$ cat config.mk
export PLATFORM = sky130hd
export DESIGN_NAME = rasc_top
export DESIGN_NICKNAME = d
export VERILOG_FILES = /design/src/rasc_pkg.sv /design/src/rasc_top.sv
export SDC_FILE = /design/constraint.sdc
export NUM_CORES = 1
export LEC_CHECK = 0
export BUFFER_PORTS_ARGS = -buffer_cell sky130_fd_sc_hd__buf_2
export CORE_ASPECT_RATIO = 1.25
export CORE_MARGIN = 2
export CORE_UTILIZATION = 44
export DETAILED_ROUTE_END_ITERATION = 6
export GPL_TIMING_DRIVEN = 0
export PLACE_DENSITY_LB_ADDON = 0.1
export SYNTH_ARGS = -nofsm -noshare
export SYNTH_HDL_FRONTEND = slang
export SYNTH_SLANG_ARGS = --single-unit
$ cat constraint.sdc
create_clock -name clk -period 6.39 [get_ports clk]
set_clock_uncertainty 0.1 [all_clocks]
set_input_delay 0.639 -clock clk [delete_from_list [all_inputs] [get_ports clk]]
set_output_delay 0.639 -clock clk [all_outputs]
set_load 0.01 [all_outputs]
$ cat src/rasc_pkg.sv
package rasc_pkg;

    // register byte offsets on the control bus
    localparam logic [7:0] RASC_OFF_PTR = 8'h00;
    localparam logic [7:0] RASC_OFF_TOP_LOW = 8'h04;
    localparam logic [7:0] RASC_OFF_TOP_HIGH = 8'h08;
    localparam logic [7:0] RASC_OFF_TOP_UPPER = 8'h0c;
    localparam logic [7:0] RASC_OFF_CTRL = 8'h10;

    // pointer and status register layout
    localparam int RASC_FULL_BIT = 7;
    localparam int RASC_UNF_BIT = 6;
    localparam int RASC_PTR_W = 5;
    localparam int RASC_PC_W = 21;
    localparam int RASC_UPPER_W = 5;
    localparam logic [4:0] RASC_PTR_RST = 5'h00;
    localparam logic [4:0] RASC_PTR_MAX = 5'h1f;
    localparam logic [4:0] RASC_PTR_LAST = 5'h1e;

    // control register layout
    localparam int RASC_CTRL_EN_BIT = 0;
    localparam logic RASC_CTRL_EN_RST = 1'b1;

    // return address adjustment on an overflow that resets
    localparam logic [20:0] RASC_PC_STEP = 21'h000002;
    localparam logic [20:0] RASC_PC_ZERO = 21'h000000;

    // bus responses
    localparam logic [1:0] RASC_RESP_OKAY = 2'h0;
    localparam logic [1:0] RASC_RESP_SLVERR = 2'h2;

    typedef enum logic [2:0] {
        RASC_OP_NONE,
        RASC_OP_PUSH,
        RASC_OP_POP,
        RASC_OP_SW_PUSH,
        RASC_OP_SW_POP
    } rasc_op_type;

    typedef struct packed {
        logic [7:0] status;
        logic [7:0] working_register;
        logic [3:0] bank_select_register;
    } rasc_ctx_type;

    typedef struct packed {
        rasc_op_type op;
        logic fast;
        logic irq;
        logic [20:0] pc;
    } rasc_req_type;

    typedef struct packed {
        logic pc_valid;
        logic [20:0] pc_value;
        logic restore_valid;
        rasc_ctx_type ctx;
    } rasc_ans_type;

endpackage

$ cat src/rasc_top.sv
`timescale 1ns/1ps

module rasc_top
    import rasc_pkg::*;
#(
    parameter int ADDR_W = 8
) (
    // clock and resets
    input wire logic clk,
    input wire logic rst,
    input wire logic por,
    // axi4-lite write address
    input wire logic [ADDR_W-1:0] s_axi_awaddr,
    input wire logic [2:0] s_axi_awprot,
    input wire logic s_axi_awvalid,
    output logic s_axi_awready,
    // axi4-lite write data
    input wire logic [31:0] s_axi_wdata,
    input wire logic [3:0] s_axi_wstrb,
    input wire logic s_axi_wvalid,
    output logic s_axi_wready,
    // axi4-lite write response
    output logic [1:0] s_axi_bresp,
    output logic s_axi_bvalid,
    input wire logic s_axi_bready,
    // axi4-lite read address
    input wire logic [ADDR_W-1:0] s_axi_araddr,
    input wire logic [2:0] s_axi_arprot,
    input wire logic s_axi_arvalid,
    output logic s_axi_arready,
    // axi4-lite read data
    output logic [31:0] s_axi_rdata,
    output logic [1:0] s_axi_rresp,
    output logic s_axi_rvalid,
    input wire logic s_axi_rready,
    // instruction sequencer
    input wire rasc_req_type seq_req,
    input wire rasc_ctx_type ctx_now,
    output rasc_ans_type seq_ans,
    // reset logic
    output logic stack_reset_req
);

    function automatic logic is_mapped(input logic [7:0] a);
        is_mapped = (a == RASC_OFF_PTR) || (a == RASC_OFF_TOP_LOW) ||
            (a == RASC_OFF_TOP_HIGH) || (a == RASC_OFF_TOP_UPPER) ||
            (a == RASC_OFF_CTRL);
    endfunction

    // byte lane of a top entry register, 3 when not one
    function automatic logic [1:0] top_lane(input logic [7:0] a);
        if (a == RASC_OFF_TOP_LOW) begin
            top_lane = 2'h0;
        end else if (a == RASC_OFF_TOP_HIGH) begin
            top_lane = 2'h1;
        end else if (a == RASC_OFF_TOP_UPPER) begin
            top_lane = 2'h2;
        end else begin
            top_lane = 2'h3;
        end
    endfunction

    // stack storage; index zero deliberately absent
    logic [RASC_PC_W-1:0] stack_mem [1:31];

    logic [4:0] pointer_value_bits_reg;
    logic stack_full_flag_reg;
    logic stack_underflow_flag_reg;
    logic stack_error_reset_enable_reg;
    rasc_ctx_type shadow_reg;

    logic [7:0] aw_addr_reg;
    logic aw_held_reg;
    logic [7:0] w_data_reg;
    logic w_strb0_reg;
    logic w_held_reg;
    logic [1:0] bresp_reg;
    logic bvalid_reg;
    logic [31:0] rdata_reg;
    logic [1:0] rresp_reg;
    logic rvalid_reg;

    logic stack_reset_req_reg;
    rasc_ans_type ans_reg;

    logic wr_fire;
    logic wr_ptr;
    logic wr_ctrl;
    logic [1:0] wr_lane;
    logic do_push;
    logic do_pop;
    logic empty;
    logic at_top;
    logic at_last;
    logic full_set;
    logic unf_set;
    logic [4:0] push_index;
    logic [4:0] pointer_value_bits_next;
    logic [RASC_PC_W-1:0] push_value;
    logic [RASC_PC_W-1:0] top_value;

    // bus handshakes and output drives
    assign s_axi_awready = !aw_held_reg && !bvalid_reg;
    assign s_axi_wready = !w_held_reg && !bvalid_reg;
    assign s_axi_bresp = bresp_reg;
    assign s_axi_bvalid = bvalid_reg;
    assign s_axi_arready = !rvalid_reg;
    assign s_axi_rdata = rdata_reg;
    assign s_axi_rresp = rresp_reg;
    assign s_axi_rvalid = rvalid_reg;
    assign seq_ans = ans_reg;
    assign stack_reset_req = stack_reset_req_reg;

    assign wr_fire = aw_held_reg && w_held_reg && !bvalid_reg;
    assign wr_ptr = wr_fire && w_strb0_reg && (aw_addr_reg == RASC_OFF_PTR);
    assign wr_ctrl = wr_fire && w_strb0_reg &&
        (aw_addr_reg == RASC_OFF_CTRL);
    assign wr_lane = (wr_fire && w_strb0_reg) ? top_lane(aw_addr_reg) :
        2'h3;

    assign do_push = (seq_req.op == RASC_OP_PUSH) ||
        (seq_req.op == RASC_OP_SW_PUSH);
    assign do_pop = (seq_req.op == RASC_OP_POP) ||
        (seq_req.op == RASC_OP_SW_POP);
    assign empty = (pointer_value_bits_reg == RASC_PTR_RST);
    assign at_top = (pointer_value_bits_reg == RASC_PTR_MAX);
    assign at_last = (pointer_value_bits_reg == RASC_PTR_LAST);
    assign push_index = pointer_value_bits_reg + 5'h01;
    assign full_set = do_push && (at_last || at_top);
    assign unf_set = do_pop && empty;
    assign top_value = empty ? RASC_PC_ZERO :
        stack_mem[pointer_value_bits_reg];

    // an overflow that will reset returns past the call
    assign push_value = (at_last && stack_error_reset_enable_reg) ?
        seq_req.pc + RASC_PC_STEP : seq_req.pc;

    // a sequencer push or pop that moves the pointer wins over a same-cycle software write
    always_comb begin
        pointer_value_bits_next = pointer_value_bits_reg;
        if (do_push && !at_top) begin
            pointer_value_bits_next = push_index;
        end else if (do_pop && !empty) begin
            pointer_value_bits_next =
                pointer_value_bits_reg - 5'h01;
        end else if (wr_ptr) begin
            pointer_value_bits_next = w_data_reg[4:0];
        end
    end

    always_ff @(posedge clk or posedge rst) begin
        if (rst) begin
            pointer_value_bits_reg <= RASC_PTR_RST;
        end else begin
            pointer_value_bits_reg <= pointer_value_bits_next;
        end
    end

    // storage has no reset; entries above the pointer are dead
    always_ff @(posedge clk) begin
        if (do_push && !at_top) begin
            stack_mem[push_index] <= push_value;
        end else if (wr_lane != 2'h3 && !empty) begin
            case (wr_lane)
                2'h0: begin
                    stack_mem[pointer_value_bits_reg][7:0] <=
                        w_data_reg;
                end
                2'h1: begin
                    stack_mem[pointer_value_bits_reg][15:8] <=
                        w_data_reg;
                end
                default: begin
                    stack_mem[pointer_value_bits_reg][20:16] <=
                        w_data_reg[RASC_UPPER_W-1:0];
                end
            endcase
        end
    end

    // flags survive stack resets; power-on or a pointer write with the bit at zero clears them
    always_ff @(posedge clk or posedge por) begin
        if (por) begin
            stack_full_flag_reg <= 1'b0;
        end else if (full_set) begin
            stack_full_flag_reg <= 1'b1;
        end else if (wr_ptr && !w_data_reg[RASC_FULL_BIT]) begin
            stack_full_flag_reg <= 1'b0;
        end
    end

    always_ff @(posedge clk or posedge por) begin
        if (por) begin
            stack_underflow_flag_reg <= 1'b0;
        end else if (unf_set) begin
            stack_underflow_flag_reg <= 1'b1;
        end else if (wr_ptr && !w_data_reg[RASC_UNF_BIT]) begin
            stack_underflow_flag_reg <= 1'b0;
        end
    end

    always_ff @(posedge clk or posedge rst) begin
        if (rst) begin
            stack_error_reset_enable_reg <= RASC_CTRL_EN_RST;
        end else if (wr_ctrl) begin
            stack_error_reset_enable_reg <= w_data_reg[RASC_CTRL_EN_BIT];
        end
    end

    // a request is one pulse; the reset logic stretches it
    always_ff @(posedge clk or posedge rst) begin
        if (rst) begin
            stack_reset_req_reg <= 1'b0;
        end else begin
            stack_reset_req_reg <= stack_error_reset_enable_reg &&
                (full_set || unf_set);
        end
    end

    // one level only, so a later save simply overwrites
    always_ff @(posedge clk or posedge rst) begin
        if (rst) begin
            shadow_reg <= '0;
        end else if (seq_req.op == RASC_OP_PUSH &&
            (seq_req.irq || seq_req.fast)) begin
            shadow_reg <= ctx_now;
        end
    end

    // answers to the sequencer, one cycle after the request
    always_ff @(posedge clk or posedge rst) begin
        if (rst) begin
            ans_reg <= '0;
        end else begin
            ans_reg.pc_valid <= (seq_req.op == RASC_OP_POP);
            ans_reg.pc_value <= top_value;
            ans_reg.restore_valid <= (seq_req.op == RASC_OP_POP) &&
                seq_req.fast;
            ans_reg.ctx <= shadow_reg;
        end
    end

    // write address and data are taken in either order
    always_ff @(posedge clk or posedge rst) begin
        if (rst) begin
            aw_held_reg <= 1'b0;
            aw_addr_reg <= 8'h00;
        end else if (s_axi_awvalid && s_axi_awready) begin
            aw_held_reg <= 1'b1;
            aw_addr_reg <= {s_axi_awaddr[7:2], 2'h0};
        end else if (wr_fire) begin
            aw_held_reg <= 1'b0;
        end
    end

    always_ff @(posedge clk or posedge rst) begin
        if (rst) begin
            w_held_reg <= 1'b0;
            w_data_reg <= 8'h00;
            w_strb0_reg <= 1'b0;
        end else if (s_axi_wvalid && s_axi_wready) begin
            w_held_reg <= 1'b1;
            w_data_reg <= s_axi_wdata[7:0];
            w_strb0_reg <= s_axi_wstrb[0];
        end else if (wr_fire) begin
            w_held_reg <= 1'b0;
        end
    end

    always_ff @(posedge clk or posedge rst) begin
        if (rst) begin
            bvalid_reg <= 1'b0;
            bresp_reg <= RASC_RESP_OKAY;
        end else if (wr_fire) begin
            bvalid_reg <= 1'b1;
            bresp_reg <= is_mapped(aw_addr_reg) ? RASC_RESP_OKAY :
                RASC_RESP_SLVERR;
        end else if (s_axi_bready) begin
            bvalid_reg <= 1'b0;
        end
    end

    // read data shows live state at the address edge
    always_ff @(posedge clk or posedge rst) begin
        if (rst) begin
            rvalid_reg <= 1'b0;
            rdata_reg <= 32'h00000000;
            rresp_reg <= RASC_RESP_OKAY;
        end else if (s_axi_arvalid && s_axi_arready) begin
            rvalid_reg <= 1'b1;
            rresp_reg <= is_mapped({s_axi_araddr[7:2], 2'h0}) ?
                RASC_RESP_OKAY : RASC_RESP_SLVERR;
            case ({s_axi_araddr[7:2], 2'h0})
                RASC_OFF_PTR: begin
                    rdata_reg <= {24'h000000, stack_full_flag_reg,
                        stack_underflow_flag_reg, 1'b0,
                        pointer_value_bits_reg};
                end
                RASC_OFF_TOP_LOW: begin
                    rdata_reg <= {24'h000000, top_value[7:0]};
                end
                RASC_OFF_TOP_HIGH: begin
                    rdata_reg <= {24'h000000, top_value[15:8]};
                end
                RASC_OFF_TOP_UPPER: begin
                    rdata_reg <= {27'h0000000, top_value[20:16]};
                end
                RASC_OFF_CTRL: begin
                    rdata_reg <= {31'h00000000,
                        stack_error_reset_enable_reg};
                end
                default: begin
                    rdata_reg <= 32'h00000000;
                end
            endcase
        end else if (s_axi_rready) begin
            rvalid_reg <= 1'b0;
        end
    end

endmodule

======== Yosys cells after proc, flatten, opt, wreduce, memory -nomap -nowiden ========
Memories as Yosys holds them, arrays and structs flattened.
Index checks and enable logic that the tools add are counted.
storage, ports and cells
  register bits ........................... 127
  RAM bits ................................ 651
  input bits .............................. 112
  output and inout bits ................... 85
  logic and storage cells ................. 139
  memories kept ........................... 1
cells by class
  $add $sub $neg .......................... 3
  equal/unequal tests ..................... 16
  multiplexer cells ....................... 40
  reduce and logical (&&, ||, !) cells .... 55
memories
  name       depth  width  rd ports  clocked after Yosys merged registers in  write ports  line            text
  stack_mem  31     21     1         0                                        1            rasc_top.sv:64  logic [RASC_PC_W-1:0] stack_mem [1:31];
operators with widths
  operator               count
  $mux 21                3
  $pmux 8 s5             1
  $mux 1                 26
  $eq 6x2->1 const B     4
  $add 21x2->21 const B  1
  $logic_and 1x1->1      21
  $reduce_or 21->1       1
  $mux 5                 4
  $logic_or 1x1->1       13
  $eq 6x1->1 const B     2
  $eq 6x3->1 const B     2
  $reduce_bool 2->1      6
  $eq 5x5->1 const B     2
  $mux 2                 5
  $logic_not 1->1        8
  $logic_not 8->1        1
  $eq 3x2->1 const B     2
  $logic_not 6->1        1
  $add 5x1->5 const B    1
  $logic_not 5->1        1
  $sub 5x1->5 const B    1
  $eq 3x1->1 const B     1
  $eq 3x3->1 const B     1
  $mux 3                 1
  5 further kinds        5

======== Longest topological paths before layout ========
Gate-level depths: netlist (run 1).
  depth in word-level cells ............... 13
  gate-level depth with buffers ........... 14

======== Worst setup path before layout (run 1) ========
No wires, ideal clock.
  path kind ............................... register -> register
  start ................................... register pointer_value_bits_reg[0]
  end ..................................... memory stack_mem[10][12] (data pin)
  library setup time ...................... 372 ps
  data arrival time ....................... 3505 ps
  required time ........................... 5918 ps
  setup slack ............................. 2413 ps
  cell stages (with the launch flop) ...... 13
  period minus slack after synthesis ...... 3977 ps
  cell sequence ........................... dfrtp_1 buf_4 buf_6 inv_1 clkbuf_1 ha_1 buf_2 nor4b_4 nor4b_2 nand2_1 clkbuf_1 buf_1 a21oi_1
between the ends
  longest elaborated chain between the ends .. 8
  elaborated cells between the ends (all ways) .. 20
ends and longest elaborated chain
  what                               line                                               text
  from (decl)                        rasc_top.sv:66                                     logic [4:0] pointer_value_bits_reg;
  from (signal assigned)             rasc_top.sv:155                                    pointer_value_bits_reg <= pointer_value_bits_next;
  $logic_not 5->1                    rasc_top.sv:125                                    assign empty = (pointer_value_bits_reg == RASC_PTR_RST);
  $logic_not 1->1                    rasc_top.sv:163                                    end else if (wr_lane != 2'h3 && !empty) begin
  $logic_and 1x1->1                  rasc_top.sv:163
  $mux 1                             rasc_top.sv:163
  $mux 1                             rasc_top.sv:161                                    if (do_push && !at_top) begin
  $mux 1 (on tied branches)          rasc_top.sv:166, rasc_top.sv:170, rasc_top.sv:174
  $reduce_or 21->1 (no source line)  -
  $mux 21 (no source line) *         -
  to (decl)                          rasc_top.sv:64
Mark *: on every way between the ends. The rest lies on a longest branch, timed or not.

======== Worst setup path after layout (run 1) ========
  start ................................... register pointer_value_bits_reg[0]
  end ..................................... memory stack_mem[21][11], enable pin
between the ends
  longest elaborated chain between the ends .. 8
  elaborated cells between the ends (all ways) .. 21
ends and longest elaborated chain
  what                                               line
  $logic_not 5->1                                    rasc_top.sv:125
  $logic_not 1->1                                    rasc_top.sv:163
  $logic_and 1x1->1                                  rasc_top.sv:163
  $mux 1                                             rasc_top.sv:163
  $mux 1                                             rasc_top.sv:161
  $mux 1 (on tied branches)                          rasc_top.sv:166, rasc_top.sv:170, rasc_top.sv:174
  $reduce_or 21->1 (no source line)                  -
  $mux 5 (no source line) or $mux 3 (tied branches)  -
Parallel ways exist; a longest one is shown, timed or not.

==> run_results.csv, run 1 <==
group,metric,value,unit
run_status,status,"finished, final reports clean",
placed_design,port_buffers,133,
placed_design,place_area,32900,sq um
worst_hold_path,hold_depth,2,
floorplanning,ios,197,
global_route,track_usage,28.0,%
floorplanning,rows,108,
worst_hold_path,hp-class,"input pin to register",
cells_and_area,final_area,35400,sq um
detailed_routing,routed_wirelength,99400,um
cts,cts_buffers,74,
floorplanning,initial_core_util,44.2,%
timing,finalMaxSlewViolations,0,
pwr,vdd_drop_max,0.187,mV
global_route,grt_overflow,0,
logic_synthesis,synth_compound_area_share,5.17,%
cells_and_area,fin_util,51.1,%
cells_and_area,largest_reg_flops,651,
critical_path,endpoint_kind,"register",
critical_path,required,6.53,ns
floorplanning,core-area,69200,sq um
logic_synthesis,synthFlopType,"edfxtp_1",
cells_and_area,fillCellCount,5751,
flow_run,drv_cap,0,
pwr,finalPower,0.0158,W
global_route,grt_max_degree,71,
cells_and_area,drive_above_1_share,27.1,%
timing,setup-violations-final,0,
cts,htree_levels,3,
cells_and_area,fin_cells,3012,
global_route,grt_pass1_vias,18052,
timing,worst_pin_slew,1.46,ns
logic_synthesis,synth_area,30600,sq um
logic_synthesis,synth-simple-area-share,5.96,%
logic_synthesis,synth_warnings,0,
pwr,power.leakage,12.0,nW
critical_path,r2r_cells,12,
floorplanning,die_x,240,um
detailed_routing,vias,18208,
logic_synthesis,synthMuxAreaShare,13.2,%
logic_synthesis,syn_inst,1762,
logic_synthesis,syn_avg_cell_area,17.4,sq um
timing,grt_setup_unrepaired,"false",
pwr,power_density,448,nW/um^2
cts,cts_tree,"done",
placed_design,gp_congestion,0.959,
critical_path,crit_arrival,6.30,ns
cts,root_buffer,"clkbuf_16",
cts,cts_num_sinks,752,
floorplanning,die-area,71700,sq um
detailed_routing,drc,0,
timing,period_needed,6.16,ns
timing,hold_viol,0,
logic_synthesis,synthAdderAreaFrac,0.245,%
logic_synthesis,synth_edf_count,651,
detailed_routing,wl_per_cell,33.0,um
global_route,grt_antenna_before_repair,2,
logic_synthesis,yosys.area_share.xor_xnor,0.683,%
logic_synthesis,synth_seq_area_share,72.2,%
placed_design,post-place-cells,2870,
timing,max_freq,162,MHz
logic_synthesis,async_reset_ff_share,13.4,%
logic_synthesis,ys_seq_elements,752,
timing,max_slew_margin,1.96,%
critical_path,crit_path_start_kind,"register",
cells_and_area,area_delta_synth_final,15.6,%
critical_path,crit_fanout,12,
detailed_routing,drtIter0Drc,2015,
cells_and_area,multi_input_area,8050,sq um
global_route,grt_pass1_wl,138000,um
cells_and_area,seq_area,22100,sq um
critical_path,setup.worst_path.class,"register to register",
logic_synthesis,synth_top_family_by_area,"multiplexers",
detailed_routing,first_pass_iters,5,
cells_and_area,nets,2133,
timing,fin_crit_sh,96.4,%
placed_design,dpl.hpwl,69100,um
logic_synthesis,synth_cell_types,81,
cts,clk_latency,0.64,ns
detailed_routing,drt.antenna.violating_nets,0,
cts,clockBufferDepth,3,
cts,path_clk_slew,0.06,ns
floorplanning,dieHeight,299,um
detailed_routing,via_per_inst,6.05,
[kinds of logic (layout without fill, tap and decap cells)]
family | count (synthesis) | after routing
AOI/OAI and AO/OA | 232 | 232
adders and majority gates | 6 | 6
muxes | 250 | 250
and+or+nand+nor | 358 | 358
xor gates and xnor gates | 23 | 23
other | 1 | 27
buffers and inverters | 140 | 429
DFF | 752 | 752
[layout make-up]
type | count | share of cell area, %
clock inverters | 39 | 0.920
inverters | 12 | 0.134
clock buffers | 98 | 5.73
plain buffers | 128 | 2.11
flip-flops and latches | 752 | 62.4
well taps | 935 | 3.31
diodes | 1 | 0.00708
repair buffers | 152 | 2.59
multi-input cells | 895 | 22.8
[stage by stage]
step	hold slack (ns)	worst slack, ns	setup TNS, ns
6_report	0.0921	0.232	0
3_5_place_dp	0.257	0.304	0
3_3_place_gp	0.254	-0.824	-206.88
2_1_floorplan	0.250	2.41	0
5_1_grt	0.0962	0.0764	0
4_1_cts	0.0677	0.279	0
[final timing paths]
check	endpoint	slack, ns	from
worst max-delay path	stack_mem[21][11]	0.23	pointer_value_bits_reg[0]
worst min-delay path	s_axi_rvalid	0.09	s_axi_rready
worst max register to register	stack_mem[21][11]	0.23	pointer_value_bits_reg[0]
worst min register to register	seq_ans[10]	0.27	shadow_reg[10]
max in group asynchronous	shadow_reg[11]	5.01	rst
min in group asynchronous	stack_full_flag_reg	0.31	por
[cells in the mapped netlist (all sizes together) (3+ instances only)]
cell | n | area, sq um
edfxtp | 651 | 19500
mux4 | 118 | 2660
nor2 | 113 | 443
dfrtp | 100 | 2500
buf | 94 | 619
mux2i | 89 | 891
a21oi | 62 | 310
a22oi | 60 | 450
nand2 | 56 | 210
nor3 | 54 | 275
mux2 | 43 | 484
clkbuf | 34 | 128
nand3 | 28 | 140
o21ai | 25 | 129
nor2b | 20 | 125
and2 | 17 | 106
nand4 | 17 | 106
xnor2 | 13 | 121
inv | 12 | 45.0
a211oi | 10 | 75.1
a31oi | 10 | 62.6
and3 | 10 | 62.6
xor2 | 10 | 87.6
a32oi | 8 | 77.6
nor4 | 8 | 62.6
o22ai | 7 | 43.8
ha | 6 | 75.1
o211ai | 6 | 45.0
o221ai | 6 | 52.6
or2 | 6 | 37.5
a2111oi | 5 | 45.0
and4 | 5 | 43.8
nand3b | 5 | 37.5
nand2b | 4 | 25.0
nor3b | 4 | 35.0
a222oi | 3 | 30.0
a22o | 3 | 26.3
a41oi | 3 | 26.3
o21a | 3 | 22.5
o31ai | 3 | 22.5
[worst max-delay path, cell delays in order (launching register included)]
cell	delay, ns
dfrtp_1	0.48
buf_4	0.33
buf_6	0.24
inv_1	0.13
clkbuf_1	0.86
ha_1	0.28
buf_2	0.28
nor4b_4	0.54
nor4b_2	0.21
a21boi_1	0.38
a32oi_1	0.40
buf_2	0.45
nor3_1	1.02
[per-layer routing]
layer  up-vias  track usage (%)  wire length [um]
met5         -                0                 0
met4         0             13.2              4730
met1      9546             37.2             39200
met3       189             4.53              7870
met2       975             45.3             47600
li1       7498                -                 -
[where the power goes]
part           switching [W]  leakage [nW]  internal, W  total (W)
Clock                0.00189          1.16      0.00241    0.00430
Sequential          0.000169          7.07      0.00581    0.00598
Combinational        0.00385          3.80      0.00171    0.00556
[cells in the final DEF, fill, tap and decap left out, drive strengths merged, types with 20 or more instances in the layout]
master and count:
edfxtp 651, buf 244, clkbuf 132, mux4 118
nor2 113, dfrtp 100, mux2i 89, a21oi 62
a22oi 60, nand2 56, nor3 54, mux2 43
clkinv 29, nand3 28, conb 26, o21ai 25
nor2b 20
[timing repair]
item | in CTS | in global routing
gates resized for setup | 0 | 0
hold buffers | 2 | 0
endpoints found under the hold margin | 31 | 0
buffers inserted | 0 | 0
Note: power is estimated with default switching activity, not from simulation.
==> run 2, diff against run 1 <==
- SLEW_MARGIN: not set -> 20
- clock period: 6.39 -> 5.9 ns (I/O delays scaled with it)
==> run 2 against run 1 <==
Net effect: the run now ends with negative setup slack left; critical path depth unchanged; final area up 1.4%; first-iteration DRC count down 0.40%; die area unchanged; highest routed layer is now met5.
==> run_results.csv, run 2 (same netlist as run 1, synthesis figures left out) <==
group,metric,value,unit
cts,root_buffer,"clkbuf_16",
global_route,track_usage,28.1,%
detailed_routing,vias,18219,
worst_hold_path,hp-class,"input pin to register",
critical_path,rr_startpoint,"pointer_value_bits_reg[3]",
global_route,grt_pass1_vias,18014,
placed_design,post-place-cells,2883,
worst_hold_path,min-delay-start,"s_axi_rready",
timing,grt_setup_unrepaired,"true",
cells_and_area,mostFrequentLayoutCell,"edfxtp_1",
global_route,grt_antenna_before_repair,5,
detailed_routing,first_pass_iters,6,
timing,period_needed,5.92,ns
pwr,finalPower,0.0172,W
floorplanning,rows,108,
critical_path,crit_fanout,10,
floorplanning,core-area,69200,sq um
placed_design,port_buffers,133,
timing,setup_slack,-0.0230,ns
cells_and_area,area_delta_synth_final,17.2,%
timing,worst_pin_slew,1.29,ns
timing,timing.hold.ws,0.0452,ns
detailed_routing,routed_wirelength,100000,um
cts,cts_buffers,74,
cells_and_area,fin_cells,3022,
cts,postCtsSetupBuffers,0,
floorplanning,die-area,71700,sq um
detailed_routing,drc,0,
critical_path,endpoint_kind,"register",
critical_path,rrSetupSlack,-0.02,ns
timing,max_slew_margin,13.0,%
placed_design,dpl.hpwl,69700,um
cells_and_area,largest_reg_flops,651,
critical_path,crit_path_start_kind,"register",
cells_and_area,multi_input_area,8240,sq um
floorplanning,initial_core_util,44.2,%
critical_path,rr_endpoint,"stack_mem[10][15]",
timing,fin_crit_sh,100,%
cts,htree_levels,3,
critical_path,startpoint,"pointer_value_bits_reg[3]",
timing,setup-violations-final,9,
cells_and_area,drive_above_1_share,28.6,%
cts,clockBufferDepth,3,
cells_and_area,nets,2144,
global_route,grt_pass1_wl,139000,um
timing,hold_viol,0,
cts,clk_latency,0.64,ns
cells_and_area,seq_area,22100,sq um
floorplanning,die_x,240,um
placed_design,gp_congestion,0.959,
critical_path,setup.worst_path.class,"register to register",
global_route,grt_overflow,0,
critical_path,crit_arrival,6.08,ns
placed_design,pre_cts_slack,0.0305,ns
detailed_routing,drtIter0Drc,2007,
worst_hold_path,hold_depth,2,
timing,tns,-0.177,ns
pwr,power_density,480,nW/um^2
detailed_routing,wl_per_cell,33.1,um
cts,path_clk_slew,0.06,ns
detailed_routing,drt.antenna.violating_nets,0,
cells_and_area,final_cell_mix,"651 x edfxtp_1, 181 x buf_2, 118 x mux4_2, 100 x dfrtp_1, 99 x nor2_1",
timing,max_freq,169,MHz
critical_path,required,6.05,ns
critical_path,r2r_cells,12,
pwr,vdd_drop_max,0.222,mV
cells_and_area,fillCellCount,5659,
timing,finalMaxSlewViolations,0,
flow_run,drv_cap,0,
cts,cts_num_sinks,752,
pwr,power.leakage,12.2,nW
detailed_routing,via_per_inst,6.03,
cts,cts_tree,"done",
global_route,grt_max_degree,71,
run_status,status,"finished with violations",
floorplanning,ios,197,
run_status,failed_checks,"negative setup slack",
worst_hold_path,min_to,"s_axi_rvalid",
floorplanning,dieHeight,299,um
run 2: cell types whose count changed in the layout (fill, tap and decap cells not counted), sizes merged:
cell,change
inv,-1
clkinvlp,+3
clkinv,-7
buf,+10
diode,+3
clkbuf,+3
bufinv,-1
run 2: stage by stage:
| stage | utilization [%] | cell area (sq um) |
|---|---|---|
| 2_1_floorplan | - | 30700 |
| 3_3_place_gp | 47.0 | 32500 |
| 3_5_place_dp | 48.3 | 33400 |
| 4_1_cts | 51.7 | 35800 |
| 5_1_grt | 51.8 | 35800 |
| 6_report | 51.8 | 35800 |
run 2: what timing repair did:
item,in CTS,in global routing
hold buffers,2,0
pin swaps,0,1
resized for setup,0,22
setup endpoints to repair,42,356
hold endpoints to repair,31,0
run 2: where the power goes:
group          internal (W)  switching [W]  total [W]
Combinational       0.00190        0.00424    0.00614
Sequential          0.00629       0.000185    0.00647
Clock               0.00258        0.00202    0.00460
Total                0.0108        0.00645     0.0172
run 2: worst max-delay path, stage by stage (launching register included):
cell      delay [ns]
dfrtp_1         0.47
buf_2           0.46
buf_2           0.43
clkbuf_1        0.66
clkbuf_1        0.50
and3_1          0.24
ha_1            0.18
nor3b_1         0.11
nor2_1          0.40
a21oi_1         0.28
and4_1          0.33
a31oi_1         0.85
nor2_1          0.50
run 2: layout make-up:
type	count	area share, %
flip-flops and latches	752	61.6
multi-input cells	895	23.0
repair buffers	163	3.43
well taps	935	3.26
clock inverters	33	0.775
inverters	12	0.140
clock buffers	100	5.70
diodes	4	0.0279
plain buffers	128	2.09
run 2: worst max path at each step:
stage,to,slack [ns],depth (start not counted)
CTS,stack_mem[30][11],-0.01,13
floorplan,stack_mem[10][12],1.92,12
detailed placement,stack_mem[4][11],0.03,13
global placement,stack_mem[4][14],-1.31,12
global route,stack_mem[14][12],-0.01,12
finish,stack_mem[10][15],-0.02,12
run 2: routing by layer:
layer	up-vias	part of all wire (%)	global-route usage, %
met2	984	48	45.9
met4	2	4.7	12.3
met3	207	8.1	4.80
li1	7524	-	-
met1	9502	39	37.2
met5	-	0.011	0
==> run 3, diff against run 2 <==
- CORE_UTILIZATION: 44 -> 55
- clock period: 5.9 -> 4.9 ns (I/O delays scaled with it)
==> run 3 against run 2 <==
Net effect: the run still ends with negative setup slack left; highest routed layer is now met4; largest cell class unchanged; final area increased by 1.9%; routed wire length fell by 2.5%; cell count down 5.8%; critical path type unchanged; via count increased by 2.8%; sequential share of layout area fell by 1.1 points.
==> run_results.csv, run 3 (same netlist as run 1, synthesis figures left out) <==
group,metric,value,unit
critical_path,crit_fanout,12,
critical_path,rrSetupSlack,-0.04,ns
cells_and_area,largest_reg_flops,651,
timing,worst_pin_slew,1.25,ns
critical_path,rr_startpoint,"pointer_value_bits_reg[0]",
placed_design,gp_congestion,0.965,
floorplanning,core-area,54900,sq um
cells_and_area,fin_cells,2846,
critical_path,required,5.04,ns
floorplanning,initial_core_util,55.7,%
critical_path,endpoint_kind,"register",
timing,max_freq,203,MHz
detailed_routing,via_per_inst,6.58,
pwr,combPwrFrac,37.1,%
cells_and_area,drive_above_1_share,32.2,%
critical_path,crit_arrival,5.08,ns
detailed_routing,drtIter0Drc,2322,
detailed_routing,wl_per_cell,34.3,um
timing,period_needed,4.94,ns
detailed_routing,drc,0,
detailed_routing,drt.antenna.violating_nets,0,
placed_design,place_area,33100,sq um
global_route,grtUsageMet2,54.5,%
global_route,grt_antenna_before_repair,0,
cts,clockBufferDepth,3,
critical_path,crit_path_start_kind,"register",
global_route,track_usage,34.2,%
critical_path,cp_slowest_stage_delay,0.65,ns
cells_and_area,nets,2176,
global_route,grt_pass1_vias,18518,
cts,cts_tree,"done",
pwr,p_int,0.0131,W
pwr,power_density,577,nW/um^2
cells_and_area,mostFrequentLayoutCell,"edfxtp_1",
critical_path,slowest_stage,"nor3_2",
pwr,seq_power_share,37.0,%
cts,cts_buffers,73,
cells_and_area,final_area,36500,sq um
placed_design,post-place-cells,2680,
detailed_routing,vias,18731,
global_route,top_usage_layer,"met2",
placed_design,port_buffers,133,
floorplanning,rows,96,
timing,hold_viol,0,
timing,max_slew_margin,16.7,%
critical_path,critical_path_buf_inv_count,7,
timing,fin_crit_sh,101,%
cells_and_area,area_delta_synth_final,19.3,%
critical_path,rr_endpoint,"stack_mem[5][14]",
timing,grt_setup_unrepaired,"true",
floorplanning,ios,197,
cts,clk_latency,0.62,ns
critical_path,cp-endpoint,"stack_mem[5][14]",
worst_hold_path,hp-class,"input pin to register",
detailed_routing,routed_wirelength,97600,um
detailed_routing,first_pass_iters,6,
critical_path,path_cells,"buf_6 > buf_6 > inv_1 > clkbuf_4 > ha_1 > buf_2 > nor4b_4 > or4b_1 > buf_4 > nor4_2 > a21oi_1 > buf_2 > nor3_2",
pwr,p_switching,0.00801,W
timing,setup-violations-final,71,
global_route,grt_max_degree,76,
critical_path,cp_num_cells,13,
pwr,p_sw_share,38.0,%
global_route,met1_usage,44.6,%
run_status,status,"finished with violations",
global_route,grt_pass1_wl,137000,um
critical_path,r2r_cells,13,
global_route,grt_use_met3,7.60,%
cells_and_area,fillCellCount,3759,
floorplanning,dieHeight,268,um
critical_path,setup.worst_path.class,"register to register",
cells_and_area,final_cell_mix,"651 x edfxtp_1, 179 x buf_2, 118 x mux4_2, 100 x dfrtp_1, 89 x mux2i_1",
pwr,power.leakage,12.5,nW
cts,htree_levels,3,
cts,path_clk_slew,0.06,ns
flow_run,drv_cap,0,
timing,timing.hold.ws,0.0198,ns
timing,setup_slack,-0.0360,ns
cts,cts_num_sinks,752,
placed_design,dpl.hpwl,65900,um
floorplanning,die-area,57500,sq um
pwr,vdd_drop_max,0.375,mV
global_route,grt_overflow,0,
pwr,power_frac_clock,25.9,%
cts,root_buffer,"clkbuf_16",
run_status,failed_checks,"negative setup slack",
timing,finalMaxSlewViolations,0,
critical_path,path_delay_family,"buffers and inverters",
floorplanning,die_x,215,um
critical_path,startpoint,"pointer_value_bits_reg[0]",
run 3: cell types whose count changed in the layout (fill, tap and decap cells not counted), sizes merged:
cell,delta
dlygate4sd3,+22
clkinvlp,-4
clkinv,+3
buf,+14
diode,-3
clkbuf,-5
inv,-3
run 3: worst min-delay path by stage:
stage | from | endpoint | slack [ns] | cells past startpoint
6_report | s_axi_awaddr[5] | aw_addr_reg[5] | 0.02 | 2
5_1_grt | ctx_now[14] | shadow_reg[14] | 0.03 | 2
4_1_cts | s_axi_wstrb[0] | w_strb0_reg | 0.0003 | 2
3_5_place_dp | por | stack_full_flag_reg | 0.26 | 2
3_3_place_gp | por | stack_full_flag_reg | 0.25 | 2
2_1_floorplan | por | stack_full_flag_reg | 0.13 | 1
run 3: layout make-up:
| type | count | area (sq um) | area share (%) |
|---|---|---|---|
| Clock buffer | 98 | 2050 | 5.61 |
| Multi-Input combinational cell | 895 | 8800 | 24.1 |
| Inverter | 12 | 50.0 | 0.137 |
| Tap cell | 735 | 920 | 2.52 |
| Buffer | 126 | 763 | 2.09 |
| Clock inverter | 29 | 224 | 0.613 |
| Sequential cell | 752 | 22100 | 60.5 |
| Timing Repair Buffer | 198 | 1620 | 4.44 |
| Antenna cell | 1 | 2.50 | 0.00685 |
run 3: routing by layer:
| metal | vias up | share of wire, % |
|---|---|---|
| met4 | 0 | 5.6 |
| met1 | 9665 | 37 |
| li1 | 7563 | - |
| met2 | 1256 | 47 |
| met3 | 247 | 10 |
| met5 | - | 0 |
run 3: worst reg2reg max path: stages, from the launching register on:
cell,delay (ns)
dfrtp_1,0.52
buf_6,0.34
buf_6,0.28
inv_1,0.13
clkbuf_4,0.30
ha_1,0.26
buf_2,0.19
nor4b_4,0.19
or4b_1,0.49
buf_4,0.21
nor4_2,0.32
a21oi_1,0.23
buf_2,0.37
nor3_2,0.66
run 3: metrics by stage:
| stage | total power, W | util [%] | setup TNS (ns) | setup slack [ns] |
|---|---|---|---|---|
| 2_1_floorplan | 0.0117 | - | 0 | 0.923 |
| 3_3_place_gp | 0.0148 | 58.8 | -1470.88 | -2.14 |
| 3_5_place_dp | 0.0150 | 60.3 | -660.34 | -0.847 |
| 4_1_cts | 0.0206 | 65.5 | -1.18 | -0.0551 |
| 5_1_grt | 0.0215 | 66.5 | -4.85 | -0.135 |
| 6_report | 0.0211 | 66.5 | -1.29 | -0.0360 |
run 3: timing repair:
item | in CTS | in global routing
buffers inserted | 2 | 14
hold buffers | 24 | 0
pin swaps | 1 | 7
setup endpoints to repair | 1298 | 679
hold endpoints to repair | 48 | 0
gates resized for setup | 83 | 75
run 3: power by group through the flow:
stage          combinational (W)  sequential, W  clock (W)
2_1_floorplan            0.00380        0.00792          0
3_3_place_gp             0.00689        0.00792          0
3_5_place_dp             0.00709        0.00793          0
4_1_cts                  0.00733        0.00780    0.00549
5_1_grt                  0.00790        0.00784    0.00572
6_report                 0.00781        0.00780    0.00546
